File: src/pkg/ssp_params.svh
/*
  register offsets, field positions, reset values and mode codes of the
  synchronous serial port block. assumes inclusion by the design module,
  the checker and the testbench.
*/
`ifndef SSP_PARAMS_SVH
`define SSP_PARAMS_SVH

`define SSP_OFF_IRQ_FLAGS   12'h030
`define SSP_OFF_SHIFT_BUF   12'h04C
`define SSP_OFF_CONTROL     12'h050
`define SSP_OFF_PORT_C_DIR  12'h21C
`define SSP_OFF_IRQ_ENABLES 12'h230
`define SSP_OFF_SLAVE_ADDR  12'h24C
`define SSP_OFF_STATUS      12'h250
`define SSP_OFF_PORT_C_LAT  12'h01C
`define SSP_OFF_PORT_C_PIN  12'h020

`define SSP_IDX_IRQ_FLAGS   8'h0C
`define SSP_IDX_SHIFT_BUF   8'h13
`define SSP_IDX_CONTROL     8'h14
`define SSP_IDX_PORT_C_DIR  8'h87
`define SSP_IDX_IRQ_ENABLES 8'h8C
`define SSP_IDX_SLAVE_ADDR  8'h93
`define SSP_IDX_STATUS      8'h94

`define SSP_BIT_IRQ         3
`define SSP_BIT_SCL         3
`define SSP_BIT_SDA         4

`define SSP_RST_IRQ_FLAGS   8'h00
`define SSP_RST_CONTROL     8'h00
`define SSP_RST_PORT_C_DIR  8'hFF
`define SSP_RST_IRQ_ENABLES 8'h00
`define SSP_RST_SLAVE_ADDR  8'h00
`define SSP_RST_STATUS      8'h00
`define SSP_RST_SHIFT_BUF   8'h00
`define SSP_RST_PORT_C_LAT  8'h00

`define SSP_MODE_SPI_M4     4'h0
`define SSP_MODE_SPI_M16    4'h1
`define SSP_MODE_SPI_M64    4'h2
`define SSP_MODE_SPI_TMR    4'h3
`define SSP_MODE_SPI_S_SEL  4'h4
`define SSP_MODE_SPI_S      4'h5
`define SSP_MODE_I2C_S7     4'h6
`define SSP_MODE_I2C_S10    4'h7
`define SSP_MODE_I2C_FWM    4'hB
`define SSP_MODE_I2C_S7_SP  4'hE
`define SSP_MODE_I2C_S10_SP 4'hF

`endif

File: src/pkg/ssp_pkg.sv
/*
  types of the synchronous serial port block: status and control layouts
  and the slave byte engine states. assumes the params header beside it.
*/
package ssp_pkg;
  typedef struct packed {
    logic sample_phase_select;
    logic clock_edge_select;
    logic data_not_address;
    logic halt_seen;
    logic start_seen;
    logic read_not_write;
    logic address_update_needed;
    logic buffer_full_flag;
  } ssp_status_t;

  typedef struct packed {
    logic       write_collision_flag;
    logic       receive_overflow_flag;
    logic       serial_port_enable;
    logic       clock_polarity_release;
    logic [3:0] port_mode_select;
  } ssp_control_t;

  typedef struct packed {
    logic scl;
    logic sda;
  } ssp_wire_t;

  typedef enum logic [1:0] {
    SSP_IDLE,
    SSP_SHIFT,
    SSP_ACK,
    SSP_SKIP
  } ssp_state_t;
endpackage

File: src/logic/ssp_port.sv
/*
  synchronous serial port: apb register file, start and stop detection,
  firmware master pin drive and a two-wire slave byte receiver.
  assumes scl and sda pins arrive asynchronously; the bench resolves the
  open-drain wires from the enables.
*/
// How it works
// - reset or disable clears start and halt
// - stop sets halt, start sets start-seen
// - master mode pins driven only low, direction bit cleared
// - start, stop, byte done raise irq flag
// - master mode holds slave idle
// - irq enable while busy fires at stop
// - slave keeps receiving, acks if addressed, buffer empty, no overflow
// - sample phase bit is only stored, no spi sample logic
// - clock edge bit is only stored, no spi edge logic
// - data-not-address shows last byte kind
// - read-not-write holds matched address direction
// - ten-bit slave sets address update flag
// - buffer full tracks receive only, cleared by buffer read
// - buffer write during transmit sets collision
// - receive while full sets overflow
// - enable hands pins to serial port in two-wire modes only
// - clock polarity releases or stretches scl
// - spi mode codes leave plain port pins, no spi logic
// - mode codes pick two-wire slave variants
`timescale 1ns/1ns
`include "ssp_params.svh"
module ssp_port
  import ssp_pkg::*;
(
  input  wire logic        pclk,
  input  wire logic        presetn,
  input  wire logic        psel,
  input  wire logic        penable,
  input  wire logic        pwrite,
  input  wire logic [11:0] paddr,
  input  wire logic [31:0] pwdata,
  output logic      [31:0] prdata,
  output logic             pready,
  output logic             pslverr,
  input  wire logic        scl_in,
  input  wire logic        sda_in,
  output logic             scl_out,
  output logic             scl_oe,
  output logic             sda_out,
  output logic             sda_oe,
  output logic             serial_port_irq
);
  ssp_status_t  status;
  ssp_control_t control;
  logic [7:0]   peripheral_irq_flags;
  logic [7:0]   peripheral_irq_enables;
  logic [7:0]   port_c_direction;
  logic [7:0]   port_c_latch;
  logic [7:0]   slave_address_register;
  logic [7:0]   serial_shift_buffer;
  logic [7:0]   serial_shift_register;
  ssp_wire_t    pin_meta;
  ssp_wire_t    pin_sync;
  ssp_wire_t    pin_prev;
  ssp_state_t   state;
  logic [3:0]   bit_count;
  logic         addressed;
  logic         second_addr;
  logic         start_det;
  logic         stop_det;
  logic         scl_rise;
  logic         scl_fall;
  logic         i2c_mode;
  logic         slave_on;
  logic         ten_bit;
  logic         enabled_i2c;
  logic         wr_acc;
  logic         rd_acc;
  logic         byte_done;
  logic         addr_match;
  logic         hold_scl;
  logic         ack_drive;
  logic         next_scl_oe;
  logic         next_sda_oe;
  logic [7:0]   rd_mux;

  assign wr_acc = psel && penable && pwrite;
  assign rd_acc = psel && penable && !pwrite;

  always_comb begin
    unique case (control.port_mode_select)
      `SSP_MODE_I2C_S7, `SSP_MODE_I2C_S10, `SSP_MODE_I2C_FWM,
      `SSP_MODE_I2C_S7_SP, `SSP_MODE_I2C_S10_SP: i2c_mode = 1'b1;
      default: i2c_mode = 1'b0;
    endcase
  end
  assign enabled_i2c = control.serial_port_enable && i2c_mode;
  assign slave_on    = enabled_i2c && control.port_mode_select != `SSP_MODE_I2C_FWM;
  assign ten_bit     = control.port_mode_select == `SSP_MODE_I2C_S10 ||
                       control.port_mode_select == `SSP_MODE_I2C_S10_SP;

  // two-flop synchronisers for the bus wires
  always_ff @(posedge pclk or negedge presetn) begin
    if (!presetn) begin
      pin_meta <= '1;
      pin_sync <= '1;
      pin_prev <= '1;
    end else begin
      pin_meta <= '{scl: scl_in, sda: sda_in};
      pin_sync <= pin_meta;
      pin_prev <= pin_sync;
    end
  end

  assign start_det = pin_sync.scl && pin_prev.scl && pin_prev.sda && !pin_sync.sda;
  assign stop_det  = pin_sync.scl && pin_prev.scl && !pin_prev.sda && pin_sync.sda;
  assign scl_rise  = pin_sync.scl && !pin_prev.scl;
  assign scl_fall  = !pin_sync.scl && pin_prev.scl;

  // slave byte engine
  // byte ends on the eighth falling scl edge; the ack spans the ninth clock
  // seven-bit match ignores the direction bit, second ten-bit byte is whole
  assign addr_match = second_addr ? serial_shift_register == slave_address_register
                    : serial_shift_register[7:1] == slave_address_register[7:1];
  assign byte_done  = state == SSP_SHIFT && scl_fall && bit_count == 4'h8;

  always_ff @(posedge pclk or negedge presetn) begin
    if (!presetn) begin
      state                 <= SSP_IDLE;
      bit_count             <= 4'h0;
      serial_shift_register <= 8'h00;
      addressed             <= 1'b0;
      second_addr           <= 1'b0;
      ack_drive             <= 1'b0;
    end else if (!slave_on || stop_det) begin
      state     <= SSP_IDLE;
      addressed <= 1'b0;
      ack_drive <= 1'b0;
      bit_count <= 4'h0;
    end else if (start_det) begin
      state       <= SSP_SHIFT;
      bit_count   <= 4'h0;
      addressed   <= 1'b0;
      second_addr <= 1'b0;
      ack_drive   <= 1'b0;
    end else begin
      unique case (state)
        SSP_IDLE: begin
        end
        SSP_SHIFT: begin
          if (scl_rise) begin
            serial_shift_register <= {serial_shift_register[6:0], pin_sync.sda};
            bit_count             <= bit_count + 4'h1;
          end
          if (byte_done) begin
            state <= SSP_ACK;
            if (!addressed && addr_match && !status.buffer_full_flag &&
                !control.receive_overflow_flag) begin
              ack_drive <= 1'b1;
              addressed <= !ten_bit || second_addr;
              second_addr <= ten_bit && !second_addr;
            end else if (addressed) begin
              ack_drive <= !status.buffer_full_flag && !control.receive_overflow_flag;
            end else begin
              state <= SSP_SKIP;
            end
          end
        end
        SSP_ACK: begin
          if (scl_fall) begin
            ack_drive <= 1'b0;
            bit_count <= 4'h0;
            state     <= SSP_SHIFT;
          end
        end
        SSP_SKIP: begin
        end
      endcase
    end
  end

  // status flags
  always_ff @(posedge pclk or negedge presetn) begin
    if (!presetn) begin
      status <= `SSP_RST_STATUS;
    end else begin
      if (!control.serial_port_enable) begin
        status.start_seen <= 1'b0;
        status.halt_seen  <= 1'b0;
      end else if (enabled_i2c && stop_det) begin
        status.halt_seen  <= 1'b1;
        status.start_seen <= 1'b0;
      end else if (enabled_i2c && start_det) begin
        status.start_seen <= 1'b1;
        status.halt_seen  <= 1'b0;
      end
      if (start_det || stop_det) begin
        status.read_not_write <= 1'b0;
      end else if (byte_done && !addressed && addr_match && !second_addr) begin
        status.read_not_write <= serial_shift_register[0];
      end
      if (byte_done && (addressed || addr_match)) begin
        status.data_not_address <= addressed;
        status.address_update_needed <= ten_bit && !addressed;
      end else if (wr_acc && paddr == `SSP_OFF_SLAVE_ADDR) begin
        status.address_update_needed <= 1'b0;
      end
      if (byte_done && (addressed || addr_match) && !status.buffer_full_flag &&
          !control.receive_overflow_flag) begin
        status.buffer_full_flag <= 1'b1;
      end else if (rd_acc && paddr == `SSP_OFF_SHIFT_BUF) begin
        status.buffer_full_flag <= 1'b0;
      end
      if (wr_acc && paddr == `SSP_OFF_STATUS) begin
        status.sample_phase_select <= pwdata[7];
        status.clock_edge_select   <= pwdata[6];
      end
    end
  end

  // control register; hardware sets win over software writes
  always_ff @(posedge pclk or negedge presetn) begin
    if (!presetn) begin
      control <= `SSP_RST_CONTROL;
    end else begin
      if (wr_acc && paddr == `SSP_OFF_CONTROL) begin
        control <= pwdata[7:0];
      end
      if (wr_acc && paddr == `SSP_OFF_SHIFT_BUF && state == SSP_SHIFT &&
          addressed && status.read_not_write) begin
        control.write_collision_flag <= 1'b1;
      end
      if (byte_done && addressed && !status.read_not_write &&
          status.buffer_full_flag) begin
        control.receive_overflow_flag <= 1'b1;
      end
      if (byte_done && !addressed && addr_match && serial_shift_register[0] &&
          !ten_bit) begin
        control.clock_polarity_release <= 1'b0;
      end
    end
  end

  // other registers
  always_ff @(posedge pclk or negedge presetn) begin
    if (!presetn) begin
      peripheral_irq_enables <= `SSP_RST_IRQ_ENABLES;
      port_c_direction       <= `SSP_RST_PORT_C_DIR;
      port_c_latch           <= `SSP_RST_PORT_C_LAT;
      slave_address_register <= `SSP_RST_SLAVE_ADDR;
      serial_shift_buffer    <= `SSP_RST_SHIFT_BUF;
    end else begin
      if (wr_acc && paddr == `SSP_OFF_IRQ_ENABLES) peripheral_irq_enables <= pwdata[7:0];
      if (wr_acc && paddr == `SSP_OFF_PORT_C_DIR) port_c_direction <= pwdata[7:0];
      if (wr_acc && paddr == `SSP_OFF_PORT_C_LAT) port_c_latch <= pwdata[7:0];
      if (wr_acc && paddr == `SSP_OFF_SLAVE_ADDR) slave_address_register <= pwdata[7:0];
      if (byte_done && (addressed || addr_match) && !status.buffer_full_flag &&
          !control.receive_overflow_flag) begin
        serial_shift_buffer <= serial_shift_register;
      end else if (wr_acc && paddr == `SSP_OFF_SHIFT_BUF) begin
        serial_shift_buffer <= pwdata[7:0];
      end
    end
  end

  // irq flag register; set wins over a software clear
  always_ff @(posedge pclk or negedge presetn) begin
    if (!presetn) begin
      peripheral_irq_flags <= `SSP_RST_IRQ_FLAGS;
    end else begin
      if (wr_acc && paddr == `SSP_OFF_IRQ_FLAGS) begin
        peripheral_irq_flags <= pwdata[7:0];
      end
      if (enabled_i2c && (start_det || stop_det || (byte_done && (addressed || addr_match)))) begin
        peripheral_irq_flags[`SSP_BIT_IRQ] <= 1'b1;
      end
    end
  end

  // pin drive: enable in a two-wire mode hands pins to the port, else plain port pins
  assign hold_scl = slave_on && !control.clock_polarity_release;
  always_comb begin
    if (enabled_i2c) begin
      next_scl_oe = !port_c_direction[`SSP_BIT_SCL] || hold_scl;
      next_sda_oe = !port_c_direction[`SSP_BIT_SDA] || ack_drive;
    end else begin
      next_scl_oe = !port_c_direction[`SSP_BIT_SCL];
      next_sda_oe = !port_c_direction[`SSP_BIT_SDA];
    end
  end

  always_ff @(posedge pclk or negedge presetn) begin
    if (!presetn) begin
      scl_out <= 1'b0;
      sda_out <= 1'b0;
      scl_oe  <= 1'b0;
      sda_oe  <= 1'b0;
    end else begin
      scl_out <= enabled_i2c ? 1'b0 : port_c_latch[`SSP_BIT_SCL];
      sda_out <= enabled_i2c ? 1'b0 : port_c_latch[`SSP_BIT_SDA];
      scl_oe  <= next_scl_oe;
      sda_oe  <= next_sda_oe;
    end
  end

  // apb read path, zero-wait
  always_comb begin
    unique case (paddr)
      `SSP_OFF_IRQ_FLAGS:   rd_mux = peripheral_irq_flags;
      `SSP_OFF_SHIFT_BUF:   rd_mux = serial_shift_buffer;
      `SSP_OFF_CONTROL:     rd_mux = control;
      `SSP_OFF_PORT_C_DIR:  rd_mux = port_c_direction;
      `SSP_OFF_IRQ_ENABLES: rd_mux = peripheral_irq_enables;
      `SSP_OFF_SLAVE_ADDR:  rd_mux = slave_address_register;
      `SSP_OFF_STATUS:      rd_mux = status;
      `SSP_OFF_PORT_C_LAT:  rd_mux = port_c_latch;
      `SSP_OFF_PORT_C_PIN:  rd_mux = {3'h0, pin_sync.sda, pin_sync.scl, 3'h0};
      default:              rd_mux = 8'h00;
    endcase
  end

  always_ff @(posedge pclk or negedge presetn) begin
    if (!presetn) begin
      prdata          <= 32'h0000_0000;
      pready          <= 1'b0;
      pslverr         <= 1'b0;
      serial_port_irq <= 1'b0;
    end else begin
      pready  <= psel && !penable;
      prdata  <= {24'h00_0000, rd_mux};
      pslverr <= psel && !penable && !(paddr inside {`SSP_OFF_IRQ_FLAGS, `SSP_OFF_SHIFT_BUF,
                 `SSP_OFF_CONTROL, `SSP_OFF_PORT_C_DIR, `SSP_OFF_IRQ_ENABLES,
                 `SSP_OFF_SLAVE_ADDR, `SSP_OFF_STATUS, `SSP_OFF_PORT_C_LAT,
                 `SSP_OFF_PORT_C_PIN});
      serial_port_irq <= peripheral_irq_flags[`SSP_BIT_IRQ] &&
                         peripheral_irq_enables[`SSP_BIT_IRQ];
    end
  end
endmodule

File: config.mk
export PLATFORM = sky130hd
export DESIGN_NAME = ssp_port
export DESIGN_NICKNAME = d
export VERILOG_FILES = /design/src/pkg/ssp_pkg.sv /design/src/logic/ssp_port.sv
export VERILOG_INCLUDE_DIRS = /design/src /design/src/pkg
export SDC_FILE = /design/constraint.sdc
export NUM_CORES = 1
export LEC_CHECK = 0
export BUFFER_PORTS_ARGS = -buffer_cell sky130_fd_sc_hd__buf_4
export CORE_MARGIN = 1.5
export CORE_UTILIZATION = 61
export CTS_CLUSTER_SIZE = 14
export DETAILED_ROUTE_END_ITERATION = 16
export PLACE_DENSITY = 0.86
export SLEW_MARGIN = 20
export SYNTH_ARGS = -nofsm -noshare
export SYNTH_HDL_FRONTEND = slang
export SYNTH_SLANG_ARGS = --single-unit
File: constraint.sdc
create_clock -name pclk -period 4.1 [get_ports pclk]
set_input_delay 0.205 -clock pclk [delete_from_list [all_inputs] [get_ports pclk]]
set_output_delay 0.205 -clock pclk [all_outputs]
set_load 0.05 [all_outputs]
=== Word level (Yosys, flattened, before mapping) ===
Cells that the tools add are included.

* Register bits: 102
* Bits in latches: 0
* Memory bits (writable): 0
* Bits in read-only memories: 0
* Output and inout port bits: 39
* Word-level logic and storage cells: 218
* Memories: 0

* Add/subtract/negate cells: 1
* $mul: 0
* Div/mod/pow operators: 0
* Order comparisons: 0
* Equality and inequality tests: 25
* Shifts and indexed selects: 0
* Mux-type cells: 52
* Bitwise gates (word level): 2
* Reduce and logical (&&, ||, !) cells: 98

{| class="wikitable"
|+ Operator list
! operator !! number
|-
| $pmux W8 S9 || 1
|-
| $logic_and A1 B1 Y1 || 50
|-
| $eq A12 B10 Y1 const B || 4
|-
| $mux W1 || 33
|-
| $eq A12 B6 Y1 const B || 2
|-
| $eq A12 B7 Y1 const B || 2
|-
| $mux W8 || 3
|-
| $reduce_bool A2 Y1 || 11
|-
| $mux W4 || 5
|-
| $logic_not A1 Y1 || 17
|-
| $eq A4 B4 Y1 const B || 4
|-
| $ne A4 B4 Y1 const B || 4
|-
| $mux W2 || 7
|-
| $eq A12 B5 Y1 const B || 1
|-
| $reduce_and A4 Y1 || 3
|-
| $reduce_and A3 Y1 || 3
|-
| $reduce_bool A3 Y1 || 3
|-
| $reduce_bool A9 Y1 || 1
|-
| $eq A4 B3 Y1 const B || 2
|-
| $eq A8 B8 Y1 || 1
|-
| $logic_or A1 B1 Y1 || 8
|-
| $pmux W4 S2 || 1
|-
| $eq A7 B7 Y1 || 1
|-
| $ne A5 B5 Y1 const B || 1
|-
| other kinds (9) || 10
|}

=== Depth between registers and ports, before layout ===
Gate-level depths: netlist of the first run.

* Depth after elaboration: 10
* Depth in mapped cells: 7
* Mapped depth without buffers: 7

=== Least setup slack after synthesis of the first run ===
OpenSTA, ideal clock, no wires.

* Path type: reg2reg
* Start: reg state[1]
* End: reg serial_shift_buffer[1]
* Library setup time: 0.125 ns
* Data arrival time: 1.935 ns
* Path slack: 2.040 ns
* Cell stages (with the launch flop): 8
* Clock period less this slack: 2.060 ns
* Cell sequence: dfrtp_1 > inv_1 > ha_1 > clkbuf_1 > and3_1 > nand2_1 > o32ai_2 > mux2_2

* Word-level cells in the longest chain between the ends: 7
* Elaborated cells between the ends (all ways): 8
* Classes of those cells: eq/ne: 1; mux: 1; reduce/logical: 6

{| class="wikitable"
|+ Ends and longest elaborated chain
! what !! line !! RTL
|-
| from (decl) || ssp_port.sv:62 || <nowiki>ssp_state_t state;</nowiki>
|-
| from (signal assigned) || ssp_port.sv:126 || <nowiki>state <= SSP_IDLE;</nowiki>
|-
| from (signal assigned) || ssp_port.sv:133 || <nowiki>state <= SSP_IDLE;</nowiki>
|-
| from (signal assigned) || ssp_port.sv:138 || <nowiki>state <= SSP_SHIFT;</nowiki>
|-
| $eq A2 B1 Y1 (*) || ssp_port.sv:122 || <nowiki>assign byte_done = state == SSP_SHIFT && scl_fall && bit_count == 4'h8;</nowiki>
|-
| $logic_and A1 B1 Y1 (*) (2 in series) || ssp_port.sv:122 ||
|-
| $logic_and A1 B1 Y1 (*) (3 in series) || ssp_port.sv:254 || <nowiki>if (byte_done && (addressed || addr_match) && !status.buffer_full_flag &&</nowiki>
|-
| $mux W8 or $reduce_bool A2 Y1 (tied branches) || - ||
|-
| to (signal assigned) || ssp_port.sv:248 || <nowiki>serial_shift_buffer <= `SSP_RST_SHIFT_BUF;</nowiki>
|-
| to (signal assigned) || ssp_port.sv:256 || <nowiki>serial_shift_buffer <= serial_shift_register;</nowiki>
|-
| to (signal assigned) || ssp_port.sv:258 || <nowiki>serial_shift_buffer <= pwdata[7:0];</nowiki>
|-
| to (decl) || ssp_port.sv:57 || <nowiki>logic [7:0] serial_shift_buffer;</nowiki>
|}

Every way passes the cells marked *; elsewhere a longest branch is shown, timed or not.
A chain may end at the register's enable or synchronous reset.

=== Worst setup path in the final report of the first run ===
* Start: reg bit_count[0]
* End: reg serial_shift_buffer[3]

* Word-level cells in the longest chain between the ends: 6
* Elaborated cells between the ends (all ways): 7
* Classes of those cells: eq/ne: 1; mux: 1; reduce/logical: 5

{| class="wikitable"
|+ Ends and longest elaborated chain
! what !! line !! RTL
|-
| from (decl) || ssp_port.sv:63 || <nowiki>logic [3:0] bit_count;</nowiki>
|-
| from (signal assigned) || ssp_port.sv:150 || <nowiki>bit_count <= bit_count + 4'h1;</nowiki>
|-
| $eq A4 B4 Y1 (*) || ssp_port.sv:122 ||
|-
| $logic_and A1 B1 Y1 (*) || ssp_port.sv:122 ||
|-
| $logic_and A1 B1 Y1 (*) (3 in series) || ssp_port.sv:254 ||
|-
| $mux W8 or $reduce_bool A2 Y1 (tied branches) || - ||
|}

Marks and branches as above.

==> results of run 1 <==
-- worst max path at each step --
stage / startpoint / to / depth (start not counted)
after global placement: paddr[9] / serial_shift_buffer[0] / 6
after global routing: bit_count[0] / serial_shift_buffer[1] / 7
final: bit_count[0] / serial_shift_buffer[3] / 7
after floorplan: state[1] / serial_shift_buffer[1] / 7
after CTS: bit_count[0] / serial_shift_buffer[3] / 7
after detailed placement: paddr[9] / serial_shift_buffer[0] / 6
-- timing repair --
action	4_1_cts	5_1_grt
hold buffers	3	0
setup endpoints to repair	0	0
endpoints found under the hold margin	47	0
-- cells in the final DEF (no fill, tap or decap), drive strengths merged, types with 4 or more instances in the layout --
cell type	n
conb	24
nand2	23
and2	7
mux2i	23
a22oi	11
ha	4
nand4	4
nor2b	4
a221o	4
dfstp	14
clkbuf	11
a21oi	4
clkinvlp	4
dfrtp	88
nand3	19
a211o	4
inv	8
and3	4
buf	42
mux2	73
xor2	8
nor2	21
nor4	4
nor3	12
o31ai	4
o21ai	9
-- per-layer routing --
metal  vias up  share of wire
li1       1662              -
met1      1880           0.42
met2       140           0.51
met3        35          0.051
met4         0          0.028
met5         -              0
-- worst max-delay path, cell delays in order (launching register included) --
cell and delay, ns:
dfrtp_1 0.41, inv_1 0.10, ha_1 0.16, and4bb_2 0.23, and3_1 0.24, nand2_1 0.14
o32ai_2 0.68, mux2_2 0.41
-- cell families (layout without fill, tap and decap cells) --
family,after synthesis,in the layout,share of synthesized area
and+or+nand+nor,112,112,0.1253
buffers and inverters,43,69,0.05011
DFF,102,102,0.4901
xor gates and xnor gates,9,9,0.01503
muxes,96,96,0.2064
AOI/OAI and AO/OA,70,70,0.1028
adders and majority gates,4,4,0.009545
other,1,24,0.0007151
-- final cells by class --
type | count | area [um2] | area share
clock inverter | 5 | 60.06 | 0.01042
clock buffer | 11 | 131.4 | 0.02279
tap | 105 | 131.4 | 0.02279
multi-input combinational | 315 | 2497 | 0.4332
inverter | 8 | 30.03 | 0.005208
sequential | 102 | 2570 | 0.4457
timing repair buffer | 45 | 345.3 | 0.05990
-- per-stage QoR --
stage | total power, W | instance area, um2
after global placement | 0.001178 | 5544
after CTS | 0.001794 | 5766
after detailed placement | 0.001181 | 5544
after global routing | 0.001850 | 5766
final | 0.001789 | 5766
after floorplan | 0.001136 | 5330
-- power groups by stage --
stage / logic (W) / registers, W / clock network, W
final: 0.000146 / 0.00102 / 0.000623
after CTS: 0.000146 / 0.00102 / 0.000629
after floorplan: 0.0000973 / 0.00104 / 0
after global placement: 0.000140 / 0.00104 / 0
after global routing: 0.000157 / 0.00102 / 0.000672
after detailed placement: 0.000143 / 0.00104 / 0
-- synth_stat cells (all sizes together) (4+ instances only) --
cell	n
nor2	21
nand4	4
nor3	12
nor4	4
a221o	4
a211o	4
a21oi	4
dfstp	14
nor2b	4
o31ai	4
mux2i	23
o21ai	9
a22oi	11
nand3	19
ha	4
buf	31
xor2	8
dfrtp	88
and2	7
inv	8
mux2	73
and3	4
nand2	23
clkbuf	4
-- sequential cells by signal, summed over array words and instances, names as in the netlist, 8 cells and up --
signal,flops
control,8
port_c_latch,8
status,8
peripheral_irq_enables,8
slave_address_register,8
port_c_direction,8
serial_shift_buffer,8
peripheral_irq_flags,8
prdata,8
serial_shift_register,8
==> results.json, run 1 <==
{
  "layout.nets": 536,
  "rrSetupSlack_ns": 1.62,
  "synth_cell_types": 66,
  "clockBufferDepth": 2,
  "gp_congestion": 0.8774,
  "r2r-start": "bit_count[0]",
  "min_to": "pready",
  "grt_max_degree": 60,
  "ant_nets": 0,
  "switching_power_w": 0.0004585,
  "hold_path.startpoint": "penable",
  "io_pins": 90,
  "hold_viol_final": 0,
  "required_ns": 4.36,
  "cts_tree": "done",
  "r2r_cells": 7,
  "start_kind": "register",
  "finalSetupViolCount": 0,
  "stdcell_count": 591,
  "synthCells": 437,
  "combPwrFrac": 0.082,
  "clkPwrFrac": 0.348,
  "postCtsSetupBuffers": 0,
  "finish.utilization": 0.6982,
  "cp_data_arrival_time_ns": 2.74,
  "end_kind": "register",
  "hold_class": "in -> reg",
  "synth-seq-area-share": 0.4901,
  "grt_pass1_wl_um": 18930,
  "grtUsageMet3": 0.04739,
  "final_max_slew_viol_count": 0,
  "dr.pass1.iters": 4,
  "dp_slack_ns": 1.664,
  "grt-busiest-layer": "met2",
  "synth_edf_count": 0,
  "diodes": 0,
  "setup_slack_ns": 1.617,
  "ys_seq_elements": 102,
  "dp_hpwl_um": 8651,
  "r2r-end": "serial_shift_buffer[3]",
  "grt.total_usage": 0.2780,
  "start_util": 0.6350,
  "ys_warn_count": 0,
  "drive_above_1_share": 0.3230,
  "gr-total-overflow": 0,
  "finalClockSkew_ns": 0.009301,
  "numCtsBuffers": 9,
  "ys_top_cells_by_area": "dfrtp_1 (42%), mux2_2 (14%), dfstp_2 (7.0%), mux2i_1 (4.4%), buf_4 (3.6%)",
  "cp_max_fo": 8,
  "layout_min_cycle_time_ns": 2.483,
  "internal_power_w": 0.001330,
  "rsz0062_at_grt": "false",
  "dieArea_um2": 9161,
  "p_leak_nw": 2.722,
  "tns_ns": 0,
  "use_met1": 0.3429,
  "grt_pass1_vias": 3784,
  "cts-resized-gates": 0,
  "ys.flop_type": "dfrtp_1",
  "design.core.area_um2": 8258,
  "drt-total-wl_um": 11880,
  "maxSlewHeadroom": 0.4460,
  "synth-async-reset-ratio": 1.000,
  "swShare": 0.2564,
  "hold_ws_ns": 0.04488,
  "die_y_um": 95.72,
  "fillCellCount": 594,
  "drt_first_iter_violations": 234,
  "min_period_over_period": 0.6057,
  "die_w_um": 95.72,
  "yosys.area.top_type": "dfrtp_1",
  "worstSetupPathType": "reg -> reg",
  "fmax_mhz": 402.7,
  "powerDensity_nw_per_um2": 310.2,
  "hold_path_depth": 2,
  "clk_latency_ns": 0.37,
  "path_clk_slew_ns": 0.10,
  "vias_per_cell": 6.289,
  "io_buffers": 41,
  "wl_per_cell_um": 20.10,
  "power_frac_seq": 0.570,
  "status": "finished clean",
  "vdd_drop_max_v": 0.0001640,
  "vias": 3717,
  "placed_cells": 572,
  "avgSynthCellArea_um2": 12.00,
  "cts_root_buffer": "clkbuf_8",
  "syn-cell-area_um2": 5244,
  "area_delta_synth_final_pct": 9.950,
  "synth_top_area_frac": 0.4199,
  "drc": 0,
  "cap_violations": 0,
  "antenna_found_initial": 0,
  "clock-sinks": 102,
  "htreeDepth": 3,
  "worst-slew-pin-transition_ns": 0.8264,
  "rows": 33,
  "globalRouteMet2Util": 0.4765
}
No activity file was read; power rests on OpenSTA's default activity.
==> run 2: changes to the inputs <==
--- a/config.mk
+++ b/config.mk
@@ -8,10 +8,10 @@
 export LEC_CHECK = 0
 export BUFFER_PORTS_ARGS = -buffer_cell sky130_fd_sc_hd__buf_4
 export CORE_MARGIN = 1.5
-export CORE_UTILIZATION = 61
+export CORE_UTILIZATION = 51
 export CTS_CLUSTER_SIZE = 14
 export DETAILED_ROUTE_END_ITERATION = 16
-export PLACE_DENSITY = 0.86
+export PLACE_DENSITY = 0.76
 export SLEW_MARGIN = 20
 export SYNTH_ARGS = -nofsm -noshare
 export SYNTH_HDL_FRONTEND = slang
==> constraint.sdc (replaced) <==
create_clock -name pclk -period 2.08 [get_ports pclk]
set_input_delay 0.104 -clock pclk [delete_from_list [all_inputs] [get_ports pclk]]
set_output_delay 0.104 -clock pclk [all_outputs]
set_load 0.05 [all_outputs]
==> results.json, run 2 (same netlist as run 1, synthesis figures left out) <==
{
  "status": "finished clean",
  "drc": 0,
  "htreeDepth": 3,
  "vias_per_cell": 5.816,
  "layout_common_cells": "dfrtp_1 (88), buf_4 (75), mux2_2 (63)",
  "fmax_mhz": 494.2,
  "io_pins": 90,
  "switching_power_w": 0.0009567,
  "io_buffers": 41,
  "path_clk_slew_ns": 0.10,
  "vias": 3821,
  "die_y_um": 104.4,
  "gp_congestion": 0.9537,
  "finalPower_w": 0.003481,
  "antenna_found_initial": 0,
  "vdd_drop_max_v": 0.0003022,
  "final_common_cell": "dfrtp_1",
  "finalSetupViolCount": 0,
  "cts_tree": "done",
  "hold_viol_final": 0,
  "ant_nets": 0,
  "area_delta_synth_final_pct": 16.68,
  "layout.nets": 574,
  "grt_max_degree": 103,
  "worst-slew-pin-transition_ns": 0.5627,
  "hold_ws_ns": 0.02612,
  "drt_first_iter_violations": 291,
  "fillCellCount": 764,
  "gr-total-overflow": 0,
  "cts_root_buffer": "clkbuf_8",
  "final_max_slew_viol_count": 0,
  "layout_min_cycle_time_ns": 2.024,
  "end_kind": "register",
  "r2r_cells": 8,
  "cap_violations": 0,
  "placed_cells": 632,
  "maxSlewHeadroom": 0.6249,
  "clock-sinks": 102,
  "p_leak_nw": 2.909,
  "cp_max_fo": 5,
  "wl_per_cell_um": 18.25,
  "grt_pass1_vias": 3873,
  "power_frac_seq": 0.576,
  "numCtsBuffers": 9,
  "dr.pass1.iters": 7,
  "design.core.area_um2": 9864,
  "drive_above_1_share": 0.3721,
  "clockBufferDepth": 2,
  "die_w_um": 104.4,
  "cp-endpoint": "serial_shift_buffer[7]",
  "diodes": 0,
  "worstSetupPathType": "reg -> reg",
  "hold_class": "in -> reg",
  "start_kind": "register",
  "powerDensity_nw_per_um2": 569.0,
  "start_util": 0.5316,
  "finalClockSkew_ns": 0.01097,
  "cp_data_arrival_time_ns": 2.30,
  "r2r-end": "serial_shift_buffer[7]",
  "swShare": 0.2748,
  "internal_power_w": 0.002525,
  "stdcell_count": 657,
  "combPwrFrac": 0.088,
  "dieArea_um2": 10900,
  "grt_pass1_wl_um": 19760,
  "cp-startpoint": "bit_count[0]",
  "dp_hpwl_um": 8684,
  "clk_latency_ns": 0.38,
  "r2r-start": "bit_count[0]",
  "rrSetupSlack_ns": 0.06,
  "min_period_over_period": 0.9729,
  "clkPwrFrac": 0.336,
  "grt.total_usage": 0.2324,
  "rows": 36,
  "rsz0062_at_grt": "true",
  "drt-total-wl_um": 11990,
  "required_ns": 2.35
}
[run 2: cell types whose count changed in the layout (fill, tap and decap cells not counted), moves of 2 or more]
cell	previous run	this run
buf_4	42	75
inv_6	0	2
clkinv_4	0	2
dlygate4sd3_1	3	7
clkbuf_1	2	0
[run 2: how the worst min path moves through the flow]
stage	start	to	slack (ns)	cells past startpoint
after floorplan	presetn	ack_drive	-0.19	0
after global placement	presetn	state[1]	0.20	2
after detailed placement	presetn	state[1]	0.21	2
after CTS	pwrite	status[0]	0.008	3
after global routing	pwdata[3]	peripheral_irq_enables[3]	0.02	2
final	pwrite	status[0]	0.03	3
[run 2: per-stage QoR]
step | TNS (ns) | cell area [um2] | worst slack (ns) | utilization
final | 0 | 6118 | 0.05643 | 0.6202
after global routing | -0.06140 | 6118 | -0.01399 | 0.6202
after CTS | 0 | 6096 | 0.01385 | 0.6180
after detailed placement | 0 | 5832 | 0.01179 | 0.5912
after global placement | 0 | 5832 | 0.02871 | 0.5912
after floorplan | 0 | 5330 | 0.02034 | -
[run 2: what timing repair did]
| action | 4_1_cts | 5_1_grt |
|---|---|---|
| gates resized for setup | 1 | 3 |
| cloned | 0 | 0 |
| hold buffers | 7 | 0 |
| setup buffers | 1 | 1 |
| endpoints found under the hold margin | 94 | 0 |
| pin swaps | 1 | 1 |
| endpoints found under the setup margin | 3 | 10 |
[run 2: power by group through the flow]
| stage | clock network, W | logic, W | registers (W) |
|---|---|---|---|
| after floorplan | 0 | 0.000192 | 0.00205 |
| after global placement | 0 | 0.000288 | 0.00204 |
| after detailed placement | 0 | 0.000293 | 0.00204 |
| after CTS | 0.00120 | 0.000304 | 0.00201 |
| after global routing | 0.00129 | 0.000326 | 0.00201 |
| final | 0.00117 | 0.000305 | 0.00201 |
[run 2: cell type report]
| type | instances | area (um2) | share of cell area |
|---|---|---|---|
| sequential | 102 | 2570 | 0.4200 |
| multi-input combinational | 315 | 2517 | 0.4115 |
| timing repair buffer | 83 | 653.1 | 0.1067 |
| tap | 133 | 166.4 | 0.02720 |
| clock buffer | 9 | 123.9 | 0.02025 |
| clock inverter | 7 | 57.56 | 0.009407 |
| inverter | 8 | 30.03 | 0.004908 |
[run 2: layer usage]
layer | track usage | wire [um] | vias to the layer above
met5 | 0 | 0 | -
met4 | 0.1111 | 268 | 0
met3 | 0.03697 | 577 | 25
met2 | 0.3778 | 5945 | 136
met1 | 0.3031 | 5202 | 1932
li1 | - | - | 1728
[run 2: critical path: stages, from the launching register on]
cell,delay (ns)
dfrtp_1,0.39
inv_1,0.08
ha_1,0.14
and4bb_2,0.25
and3_4,0.21
nand2_2,0.08
o32ai_4,0.24
buf_4,0.19
mux2_2,0.33
